### config.mk
export PLATFORM = sky130hd
export DESIGN_NAME = dpl_host
export DESIGN_NICKNAME = d
export VERILOG_FILES = /design/src/dpl_pkg.sv /design/src/dpl_host.sv
export SDC_FILE = /design/constraint.sdc
export NUM_CORES = 1
export LEC_CHECK = 0
export BUFFER_PORTS_ARGS = -buffer_cell sky130_fd_sc_hd__buf_2
export CAP_MARGIN = 20
export CORE_ASPECT_RATIO = 0.7
export CORE_MARGIN = 2
export CORE_UTILIZATION = 25
export DETAILED_ROUTE_END_ITERATION = 10
export MAX_ROUTING_LAYER = met4
export PLACE_DENSITY = 0.57
export SLEW_MARGIN = 20
export SYNTH_ARGS = -nofsm -noshare
export SYNTH_HDL_FRONTEND = slang
export SYNTH_SLANG_ARGS = --single-unit
### constraint.sdc
create_clock -name CLOCK -period 1.8 [get_ports CLOCK]
set_clock_uncertainty 0.05 [all_clocks]
set_input_delay 0.27 -clock CLOCK [delete_from_list [all_inputs] [get_ports CLOCK]]
set_output_delay 0.27 -clock CLOCK [all_outputs]
set_load 0.03 [all_outputs]
### src/dpl_pkg.sv
package dpl_pkg;

   // host clock
   localparam int CLK_NS    = 8;

   // pin timing, in ns, as the converter needs them
   localparam int T_SU_NS   = 10;   // data and select settle, selects off
   localparam int T_WR_NS   = 20;   // write strobe low width
   localparam int T_HD_NS   = 10;   // data and select hold after strobe
   localparam int T_LD_NS   = 20;   // load strobe low width
   localparam int T_CLR_NS  = 20;   // clear low width

   // least time in ns to whole clock cycles, never below one
   function automatic int ns_to_cyc(input int ns);
      int c;
      c = (ns + CLK_NS - 1) / CLK_NS;
      return (c < 1) ? 1 : c;
   endfunction : ns_to_cyc

   localparam int CNT_W     = 4;
   localparam logic [CNT_W-1:0] SU_CYC  = CNT_W'(ns_to_cyc(T_SU_NS));
   localparam logic [CNT_W-1:0] WR_CYC  = CNT_W'(ns_to_cyc(T_WR_NS));
   localparam logic [CNT_W-1:0] HD_CYC  = CNT_W'(ns_to_cyc(T_HD_NS));
   localparam logic [CNT_W-1:0] LD_CYC  = CNT_W'(ns_to_cyc(T_LD_NS));
   localparam logic [CNT_W-1:0] CLR_CYC = CNT_W'(ns_to_cyc(T_CLR_NS));

   // converters on the shared lines
   localparam int NUM_DEV   = 4;
   localparam int DEV_W     = 2;
   localparam int CODE_W    = 12;
   localparam int BUS_W     = 16;

   // host bus field positions
   localparam int BUF_BIT   = 15;   // wide bus: buffer select
   localparam int GAIN_BIT  = 14;   // wide bus: gain select
   localparam int HB_BUF    = 7;    // high byte: buffer select
   localparam int HB_GAIN   = 6;    // high byte: gain select
   localparam int HB_DATA_W = 4;    // high byte: data bits
   localparam int LB_W      = 8;    // low byte width

   // register offsets (byte addresses)
   localparam logic [7:0] OFS_CTRL   = 8'h00;
   localparam logic [7:0] OFS_WORD   = 8'h04;
   localparam logic [7:0] OFS_CMD    = 8'h08;
   localparam logic [7:0] OFS_STATUS = 8'h0C;

   // register fields
   localparam int CTRL_BYTE  = 0;   // byte-loaded format
   localparam int CTRL_AUTO  = 1;   // load strobe after every word
   localparam int WORD_GAIN  = 12;
   localparam int WORD_BUF   = 13;
   localparam int WORD_DEV   = 16;
   localparam int CMD_LOAD   = 0;
   localparam int CMD_CLEAR  = 1;
   localparam int ST_BUSY    = 0;
   localparam int ST_CNT     = 16;
   localparam logic [31:0] RST_WORD = 32'h0000_0000;

   // one word for one converter
   typedef struct packed {
      logic [DEV_W-1:0]  dev;
      logic              buf_sel;
      logic              gain_sel;
      logic [CODE_W-1:0] code;
   } dpl_word_t;

   // pins towards the converters
   typedef struct packed {
      logic [NUM_DEV-1:0] cs_n;
      logic               wr_n;
      logic               hbs;
      logic               load_n;
      logic               clr_n;
      logic [BUS_W-1:0]   db;
   } dpl_pins_t;

   typedef enum logic [2:0] {
      S_IDLE   = 3'b000,
      S_SETUP  = 3'b001,
      S_STROBE = 3'b010,
      S_HOLD   = 3'b011,
      S_LOAD   = 3'b100,
      S_CLR    = 3'b101
   } dpl_state_t;

endpackage : dpl_pkg

### src/dpl_host.sv
`timescale 1ns/100ps
module dpl_host
   import dpl_pkg::*;
(
   input  wire logic               CLOCK,
   input  wire logic               RSTN,
   input  wire logic               HSEL,
   input  wire logic [31:0]        HADDR,
   input  wire logic [1:0]         HTRANS,
   input  wire logic               HWRITE,
   input  wire logic [2:0]         HSIZE,
   input  wire logic [31:0]        HWDATA,
   input  wire logic               HREADY,
   output logic      [31:0]        HRDATA,
   output logic                    HREADYOUT,
   output logic                    HRESP,
   output logic      [NUM_DEV-1:0] CS_N,
   output logic                    WR_N,
   output logic                    HIGH_BYTE_SELECT,
   output logic                    LOAD_STROBE_N,
   output logic                    CLEAR_N,
   output logic      [BUS_W-1:0]   DATA_BUS
);

   // bus side state
   logic             dph_ff;        // data phase pending
   logic [7:0]       addr_ff;       // latched word offset
   logic             wr_ff;         // latched direction
   logic             hready_ff;     // registered ready
   logic [31:0]      hrdata_ff;     // registered read data
   logic             byte_mode_ff;  // byte-loaded converters
   logic             auto_ld_ff;    // pulse load after each word
   dpl_word_t        word_ff;       // word being sent
   logic             req_word_ff;   // start a word transfer
   logic             req_load_ff;   // start a load pulse
   logic             req_clr_ff;    // start a clear pulse
   logic [15:0]      sent_ff;       // words completed

   // pin side state
   dpl_state_t       state_ff;
   logic [CNT_W-1:0] cnt_ff;        // cycles left in a state
   logic             phase_ff;      // 0 low byte, 1 high byte
   dpl_pins_t        pins_ff;
   dpl_pins_t        nxt_pins;
   logic             nxt_busy;
   logic             can_do;
   logic             take;

   // format the bus for the current beat
   function automatic logic [BUS_W-1:0] fmt(input dpl_word_t w,
                                          input logic bm,
                                          input logic hi);
      logic [BUS_W-1:0] d;
      d = '0;
      if (!bm) begin
         d[CODE_W-1:0] = w.code;
         d[BUF_BIT]    = w.buf_sel;
         d[GAIN_BIT]   = w.gain_sel;
      end else if (!hi) begin
         // bits 6 and 7 are code here; the converter parks them
         d[LB_W-1:0]   = w.code[LB_W-1:0];
      end else begin
         d[HB_DATA_W-1:0] = w.code[CODE_W-1:LB_W];
         d[HB_GAIN]       = w.gain_sel;
         d[HB_BUF]        = w.buf_sel;
      end
      return d;
   endfunction : fmt

   // a command needs the pin engine idle; stall the bus otherwise
   assign nxt_busy = (state_ff != S_IDLE) || req_word_ff ||
                     req_load_ff || req_clr_ff;
   assign can_do   = !(wr_ff && (addr_ff == OFS_WORD ||
                       addr_ff == OFS_CMD) && nxt_busy);
   assign take     = HSEL && HTRANS[1] && HREADY;

   // address phase capture and ready generation, one wait state minimum
   always_ff @(posedge CLOCK) begin
      if (!RSTN) begin
         dph_ff    <= 1'b0;
         addr_ff   <= '0;
         wr_ff     <= 1'b0;
         hready_ff <= 1'b1;
      end else if (take && hready_ff) begin
         dph_ff    <= 1'b1;
         addr_ff   <= {HADDR[7:2], 2'b00};
         wr_ff     <= HWRITE;
         hready_ff <= 1'b0;
      end else if (dph_ff && can_do) begin
         dph_ff    <= 1'b0;
         hready_ff <= 1'b1;
      end
   end

   // read data, registered when the data phase completes
   always_ff @(posedge CLOCK) begin
      if (!RSTN) begin
         hrdata_ff <= '0;
      end else if (dph_ff && !wr_ff) begin
         unique case (addr_ff)
            OFS_CTRL:   hrdata_ff <= 32'({auto_ld_ff, byte_mode_ff});
            OFS_WORD:   hrdata_ff <= 32'(word_ff)
                                     << 0;
            OFS_STATUS: hrdata_ff <= {sent_ff, 15'h0000, nxt_busy};
            default:    hrdata_ff <= '0;  // command and unmapped
         endcase
      end
   end

   // software registers and requests to the pin engine
   always_ff @(posedge CLOCK) begin
      if (!RSTN) begin
         byte_mode_ff <= 1'b0;
         auto_ld_ff   <= 1'b0;
         word_ff      <= dpl_word_t'(RST_WORD[$bits(dpl_word_t)-1:0]);
         req_word_ff  <= 1'b0;
         req_load_ff  <= 1'b0;
         req_clr_ff   <= 1'b0;
      end else begin
         req_word_ff <= 1'b0;
         req_load_ff <= 1'b0;
         req_clr_ff  <= 1'b0;
         if (dph_ff && wr_ff && can_do) begin
            unique case (addr_ff)
               OFS_CTRL: begin
                  byte_mode_ff <= HWDATA[CTRL_BYTE];
                  auto_ld_ff   <= HWDATA[CTRL_AUTO];
               end
               OFS_WORD: begin
                  word_ff.code     <= HWDATA[CODE_W-1:0];
                  word_ff.gain_sel <= HWDATA[WORD_GAIN];
                  word_ff.buf_sel  <= HWDATA[WORD_BUF];
                  word_ff.dev      <= HWDATA[WORD_DEV +: DEV_W];
                  req_word_ff      <= 1'b1;
               end
               OFS_CMD: begin
                  req_load_ff <= HWDATA[CMD_LOAD];
                  req_clr_ff  <= HWDATA[CMD_CLEAR];
               end
               default: ;  // unmapped writes are dropped
            endcase
         end
      end
   end

   // pin engine: state, counter and beat
   always_ff @(posedge CLOCK) begin
      if (!RSTN) begin
         state_ff <= S_IDLE;
         cnt_ff   <= '0;
         phase_ff <= 1'b0;
      end else begin
         if (cnt_ff != '0) begin
            cnt_ff <= cnt_ff - 1'b1;
         end
         unique case (state_ff)
            S_IDLE: begin
               phase_ff <= 1'b0;
               if (req_clr_ff) begin
                  state_ff <= S_CLR;
                  cnt_ff   <= CLR_CYC - 1'b1;
               end else if (req_load_ff) begin
                  state_ff <= S_LOAD;
                  cnt_ff   <= LD_CYC - 1'b1;
               end else if (req_word_ff) begin
                  // full count: the bus only starts moving in setup
                  state_ff <= S_SETUP;
                  cnt_ff   <= SU_CYC;
               end
            end
            S_SETUP: if (cnt_ff == '0) begin
               state_ff <= S_STROBE;
               cnt_ff   <= WR_CYC - 1'b1;
            end
            S_STROBE: if (cnt_ff == '0) begin
               state_ff <= S_HOLD;
               cnt_ff   <= HD_CYC - 1'b1;
            end
            S_HOLD: if (cnt_ff == '0) begin
               if (byte_mode_ff && !phase_ff) begin
                  phase_ff <= 1'b1;
                  state_ff <= S_SETUP;
                  cnt_ff   <= SU_CYC;
               end else if (auto_ld_ff) begin
                  // load only once the whole word is in place
                  // no idle cycle leads in here, so the pulse needs all
                  state_ff <= S_LOAD;
                  cnt_ff   <= LD_CYC;
               end else begin
                  state_ff <= S_IDLE;
               end
            end
            S_LOAD, S_CLR: if (cnt_ff == '0) begin
               state_ff <= S_IDLE;
            end
            default: state_ff <= S_IDLE;
         endcase
      end
   end

   // pin levels for the next cycle
   always_comb begin
      nxt_pins        = pins_ff;
      nxt_pins.cs_n   = '1;
      nxt_pins.wr_n   = 1'b1;
      nxt_pins.load_n = 1'b1;
      nxt_pins.clr_n  = 1'b1;
      unique case (state_ff)
         S_SETUP: begin
            // selects stay off while bus and byte select move
            nxt_pins.db  = fmt(word_ff, byte_mode_ff, phase_ff);
            nxt_pins.hbs = byte_mode_ff && phase_ff;
            if (cnt_ff == '0) begin
               nxt_pins.cs_n[word_ff.dev] = 1'b0;
               nxt_pins.wr_n              = 1'b0;
            end
         end
         S_STROBE: begin
            nxt_pins.cs_n[word_ff.dev] = 1'b0;
            nxt_pins.wr_n              = (cnt_ff == '0);
         end
         S_HOLD: begin
            // select held past the write rise so the latch is clean
            nxt_pins.cs_n[word_ff.dev] = (cnt_ff == '0);
         end
         S_LOAD: nxt_pins.load_n = (cnt_ff == '0);
         S_CLR:  nxt_pins.clr_n  = (cnt_ff == '0);
         default: begin
            if (req_load_ff && !req_clr_ff) begin
               nxt_pins.load_n = 1'b0;
            end
            if (req_clr_ff) begin
               nxt_pins.clr_n = 1'b0;
            end
         end
      endcase
   end

   // pin flops; after reset nothing is driven active
   always_ff @(posedge CLOCK) begin
      if (!RSTN) begin
         pins_ff <= '{cs_n: '1, wr_n: 1'b1, hbs: 1'b0,
                      load_n: 1'b1, clr_n: 1'b1, db: '0};
      end else begin
         pins_ff <= nxt_pins;
      end
   end

   // completed words, for software progress checks
   always_ff @(posedge CLOCK) begin
      if (!RSTN) begin
         sent_ff <= '0;
      end else if (state_ff == S_HOLD && cnt_ff == '0 &&
                   !(byte_mode_ff && !phase_ff)) begin
         sent_ff <= sent_ff + 16'h0001;
      end
   end

   assign HRDATA           = hrdata_ff;
   assign HREADYOUT        = hready_ff;
   assign HRESP            = 1'b0;
   assign CS_N             = pins_ff.cs_n;
   assign WR_N             = pins_ff.wr_n;
   assign HIGH_BYTE_SELECT = pins_ff.hbs;
   assign LOAD_STROBE_N    = pins_ff.load_n;
   assign CLEAR_N          = pins_ff.clr_n;
   assign DATA_BUS         = pins_ff.db;
endmodule : dpl_host

# After elaboration in Yosys (flattened, before gate mapping)
# Index checks and enable logic that the tools add are counted.
# word_totals
register_bits	108
latchBits	0
ramBits	0
mem_bits_ro	0
input_bits	74
out_inout_bits	58
word_cells	128
memories	0
# classes
add_sub_neg	2
multipliers	0
div_mod_pow	0
n_lt_le_gt_ge	2
eq_ne	14
n_shift	0
n_mux	44
n_bitwise	2
reduce_logical	40
# ops
op	count
$pmux W32 S3	1
$mux W4	11
$mux W3	9
$add A16 B1 Y16 const B	1
$pmux W4 S4	1
$logic_and A1 B1 Y1	15
$pmux W3 S5	1
$eq A6 B2 Y1 const B	2
$pmux W4 S3	1
$mux W1	10
$logic_not A8 Y1	1
$mux W8	1
$ne A2 B2 Y1 const B	4
$pmux W1 S2	4
$reduce_or A4 Y1	2
$eq A3 B2 Y1 const B	2
$eq A3 B3 Y1 const B	2
$eq A6 B1 Y1 const B	1
$mux W2	3
$reduce_and A2 Y1	3
$reduce_and A3 Y1	2
$logic_not A1 Y1	5
$mux W5	1
$reduce_and A5 Y1	1
other kinds (16)	20

# Logic depth before layout (Yosys ltp)
# depth
word_depth	9
depth_mapped	9
depth_no_buf	9

# Worst setup path before layout
# OpenSTA, ideal clock, no wires.
# synth_timing
path_kind	register to register
startpoint	register cnt_ff[0]
endpoint	register pins_ff (netlist bit CS_N[0])
setup_ns	0.127
arrival_ns	1.706
required_time_ns	1.623
slack_ns	-0.084
stages_incl_launch_ff	8
path_buffers	0
period_less_slack_ns	1.884
path_cell_list	dfxtp_1 inv_1 ha_1 nor3b_2 nand2_1 xnor2_1 nor3b_2 or3b_1
# synth_via
elab_chain_len	3
word_cells_on_any_way	4
classes_between	2 x mux; 1 x bitwise; 1 x reduce/logical
# synth_rtl
element	line	source
from (decl)	dpl_host.sv:41	logic [CNT_W-1:0] cnt_ff;
from (signal assigned)	dpl_host.sv:154	cnt_ff <= cnt_ff - 1'b1;
from (signal assigned)	dpl_host.sv:161	cnt_ff <= CLR_CYC - 1'b1;
from (signal assigned)	dpl_host.sv:164	cnt_ff <= LD_CYC - 1'b1;
$logic_not A4 Y1 (*)	dpl_host.sv:213, dpl_host.sv:224	
$or A4 B4 Y4 (no source line) / $mux W5 (equally long branches)	-	
$pmux W4 S3 (*)	dpl_host.sv:208	unique case (state_ff)
to (signal assigned)	dpl_host.sv:242	pins_ff <= '{cs_n: '1, wr_n: 1'b1, hbs: 1'b0,
to (signal assigned)	dpl_host.sv:245	pins_ff <= nxt_pins;
to (decl)	dpl_host.sv:43	dpl_pins_t pins_ff;
# Every way passes the cells marked *; elsewhere a longest branch is shown, timed or not.
# A chain may end at the register's enable or synchronous reset.

# Final worst setup path
# layout_timing
startpoint	register cnt_ff[0]
endpoint	register cnt_ff[0]
# layout_via
elab_chain_len	6
word_cells_on_any_way	13
classes_between	1 x add/sub; 10 x mux; 2 x reduce/logical
# layout_rtl
element	line	source
$sub A4 B1 Y4 / $reduce_bool A4 Y1 (equally long branches)	dpl_host.sv:154, dpl_host.sv:153	
$mux W4	dpl_host.sv:153	if (cnt_ff != '0) begin
$mux W4 (on tied branches)	dpl_host.sv:184, dpl_host.sv:165	
$mux W4 (on tied branches)	dpl_host.sv:180, dpl_host.sv:162	
$mux W4 (on tied branches)	dpl_host.sv:179, dpl_host.sv:159	
$pmux W4 S4 (*)	dpl_host.sv:156	unique case (state_ff)
# Marks and branches as above.

==> metrics.yaml <==
wire_per_inst_um: 13.7
grt_pass1_wl_mm: 18.2
worstPathRequired_ns: 2.00
grt_pass1_vias: 3421
numClockSinks: 108
whs_endpoint: "addr_ff[7]"
place_congestion: 0.804
path_class: "reg -> reg"
ys_warn_count: 0
root_buffer: "clkbuf_16"
ctsHoldBuffers: 0
status: "complete, but fails checks"
setup_viol: 11
dr.pass1.iters: 4
drt_wl_total_mm: 11.4
overflow: 0
worstMarginPinSlew_ns: 0.515
ys_seq_area_share_pct: 46.0
top_level_ports: 132
clock_path_buffers: 2
drc: 0
place_area_sq_um: 5570
synthesis.area_sq_um: 4700
worstHoldPathCells: 3
layout-drive-gt1-share_pct: 31.1
ff2ff_setup_slack_ns: -0.09
path_max_fanout: 4
timing.max_cap.violations: 0
via_per_inst: 4.44
cp.arrival_ns: 2.09
synthArstFlopShare_pct: 0
die_area_sq_um: 19900
ant_nets: 0
core_sq_um: 18200
p_leak_uw: 0.00251
syn_inst: 493
ff2ff_path_depth: 8
final_common_cell: "dfxtp_1"
crit_path_end_kind: "register"
powerDensity_nw_per_um2: 1070
fin_nets: 667
min_period_over_period_pct: 105
cts-htree-levels: 3
fillerInstances: 1872
vias: 3696
syn_to_final_growth_pct: 27.6
hold_viol_final: 0
rows: 41
synth.distinct_cells: 59
worstHoldPathType: "in -> reg"
max_freq_mhz: 530
maxSlewViolCount: 0
start_util_pct: 25.8
rsz0062_at_grt: "yes"
reg2reg_to: "cnt_ff[0]"
antenna_found_initial: 2
hp-start: "HADDR[7]"
die_h_um: 119
cts_made_buffers: 9
port_buffers: 82
synth_ff_type: "dfxtp_1"
whs_ns: 0.101
violations: "negative setup slack"
path_clk_slew_ns: 0.08
post-route-min-period_ns: 1.89
fin_util_pct: 32.9
ys_ff_latch: 108
most-common-layout-cells: "dfxtp_1, buf_2, nand2_1"
clock_latency_ns: 0.36
cts_tree: "done"
fin_area_sq_um: 5990
grt_use_total_pct: 12.1
slew_headroom_pct: 65.2
synth_edf_count: 0
avgSynthCellArea_sq_um: 9.53
initialDrtViolationCount: 167
r2r_start: "cnt_ff[0]"
fin_ws_ns: -0.0861
hpwl_mm: 7.91
start_kind: "register"
die_width_um: 168
ir_worst_vdd_mv: 0.469
grt_max_degree: 102
-- cells in the mapped netlist (2+ instances only) --
cell type / n / area, sq um
a21boi_0: 10 / 75.1
a21boi_1: 10 / 75.1
a21oi_1: 5 / 25.0
a22o_1: 3 / 26.3
a22oi_1: 20 / 150
a22oi_2: 10 / 125
a31oi_1: 2 / 12.5
and2_1: 16 / 100
and3_1: 5 / 31.3
and4_1: 3 / 26.3
buf_2: 8 / 40.0
buf_4: 5 / 37.5
clkbuf_1: 25 / 93.8
dfxtp_1: 108 / 2160
ha_1: 4 / 50.1
inv_1: 10 / 37.5
mux2i_1: 20 / 200
nand2_1: 45 / 169
nand2b_1: 5 / 31.3
nand3_1: 21 / 105
nand3b_1: 12 / 90.1
nand4_1: 4 / 25.0
nor2_1: 12 / 45.0
nor2b_1: 43 / 269
nor2b_2: 10 / 87.6
nor3_1: 13 / 65.1
nor3b_2: 3 / 37.5
nor4_1: 2 / 12.5
o211a_1: 6 / 60.1
o21a_1: 2 / 15.0
o21ai_0: 5 / 25.0
o21ai_1: 3 / 15.0
o22ai_1: 2 / 12.5
or3_1: 4 / 25.0
or3b_1: 2 / 17.5
xnor2_1: 4 / 35.0
xor2_1: 9 / 78.8
-- kinds of logic after synthesis --
kind of cell / Yosys count / share of synthesized area (%)
multiplexers: 20 / 4.26
XOR/XNOR: 13 / 2.42
buffers and inverters: 50 / 5.01
adder cells (fa/ha/maj): 4 / 1.07
other: 1 / 0.0798
AND/OR/NAND/NOR: 210 / 26.4
AO/OA/AOI/OAI: 87 / 14.8
flip-flops: 108 / 46.0
-- flip-flops by register name, indices dropped and copies added (netlist names) --
signal / flops
CLEAR_N: 1
CS_N: 4
DATA_BUS: 14
HIGH_BYTE_SELECT: 1
HRDATA: 32
HREADYOUT: 1
LOAD_STROBE_N: 1
WR_N: 1
addr_ff: 6
auto_ld_ff: 1
byte_mode_ff: 1
cnt_ff: 4
dph_ff: 1
phase_ff: 1
req_clr_ff: 1
req_load_ff: 1
req_word_ff: 1
sent_ff: 16
state_ff: 3
word_ff: 16
wr_ff: 1
-- cell type report --
cell class                      instances  area (sq um)  area share (%)
Multi-Input combinational cell        337          2410            40.2
Sequential cell                       108          2160            36.1
Timing Repair Buffer                  123           772            12.9
Tap cell                              236           295            4.93
Clock buffer                           10           239            3.99
Clock inverter                          6          70.1            1.17
Inverter                               10          37.5           0.626
Antenna cell                            2          5.00          0.0835
-- per-stage QoR --
stage / TNS, ns / worst slack [ns] / instances / power, uW
2_1_floorplan: 0 / 0.00620 / 495 / 3680
3_3_place_gp: -0.0895 / -0.0449 / 811 / 4290
3_5_place_dp: -0.221 / -0.0882 / 811 / 4310
6_report: -0.332 / -0.0861 / 832 / 6400
5_1_grt: -1.91 / -0.170 / 832 / 6750
4_1_cts: -0.176 / -0.0498 / 830 / 6490
-- worst max-delay path: stages (launching register included) --
cell and delay [ns]:
dfxtp_2 0.33, inv_2 0.08, ha_4 0.14, nor3b_4 0.27, inv_1 0.12, ha_1 0.19, a311oi_1 0.29, o211ai_1 0.14
and3_1 0.17
-- worst max path at each step --
stage | start | to | slack (ns) | depth (start not counted)
global placement | cnt_ff[0] | CS_N[0] | -0.04 | 8
CTS | cnt_ff[0] | cnt_ff[0] | -0.05 | 8
global route | cnt_ff[0] | sent_ff[6] | -0.17 | 8
detailed placement | cnt_ff[1] | sent_ff[14] | -0.09 | 9
floorplan | cnt_ff[0] | CS_N[0] | 0.006 | 7
finish | cnt_ff[0] | cnt_ff[0] | -0.09 | 8
-- power by group --
group,internal [uW],switching [uW]
registers,2530,103
clock network,1130,945
logic,768,930
total,4430,1980
-- repair_timing --
action | 4_1_cts | 5_1_grt
pin swaps | 3 | 0
setup endpoints to repair | 8 | 26
resized for setup | 10 | 9
setup buffers | 3 | 0
-- routing by layer --
metal | track usage [%] | vias to the layer above | wire length [um]
met2 | 17.6 | 73 | 4900
met3 | 5.12 | 9 | 735
met1 | 15.2 | 1710 | 5690
met5 | - | - | 0
li1 | - | 1904 | -
met4 | 3.26 | 0 | 91
(Power assumes the default switching activity.)
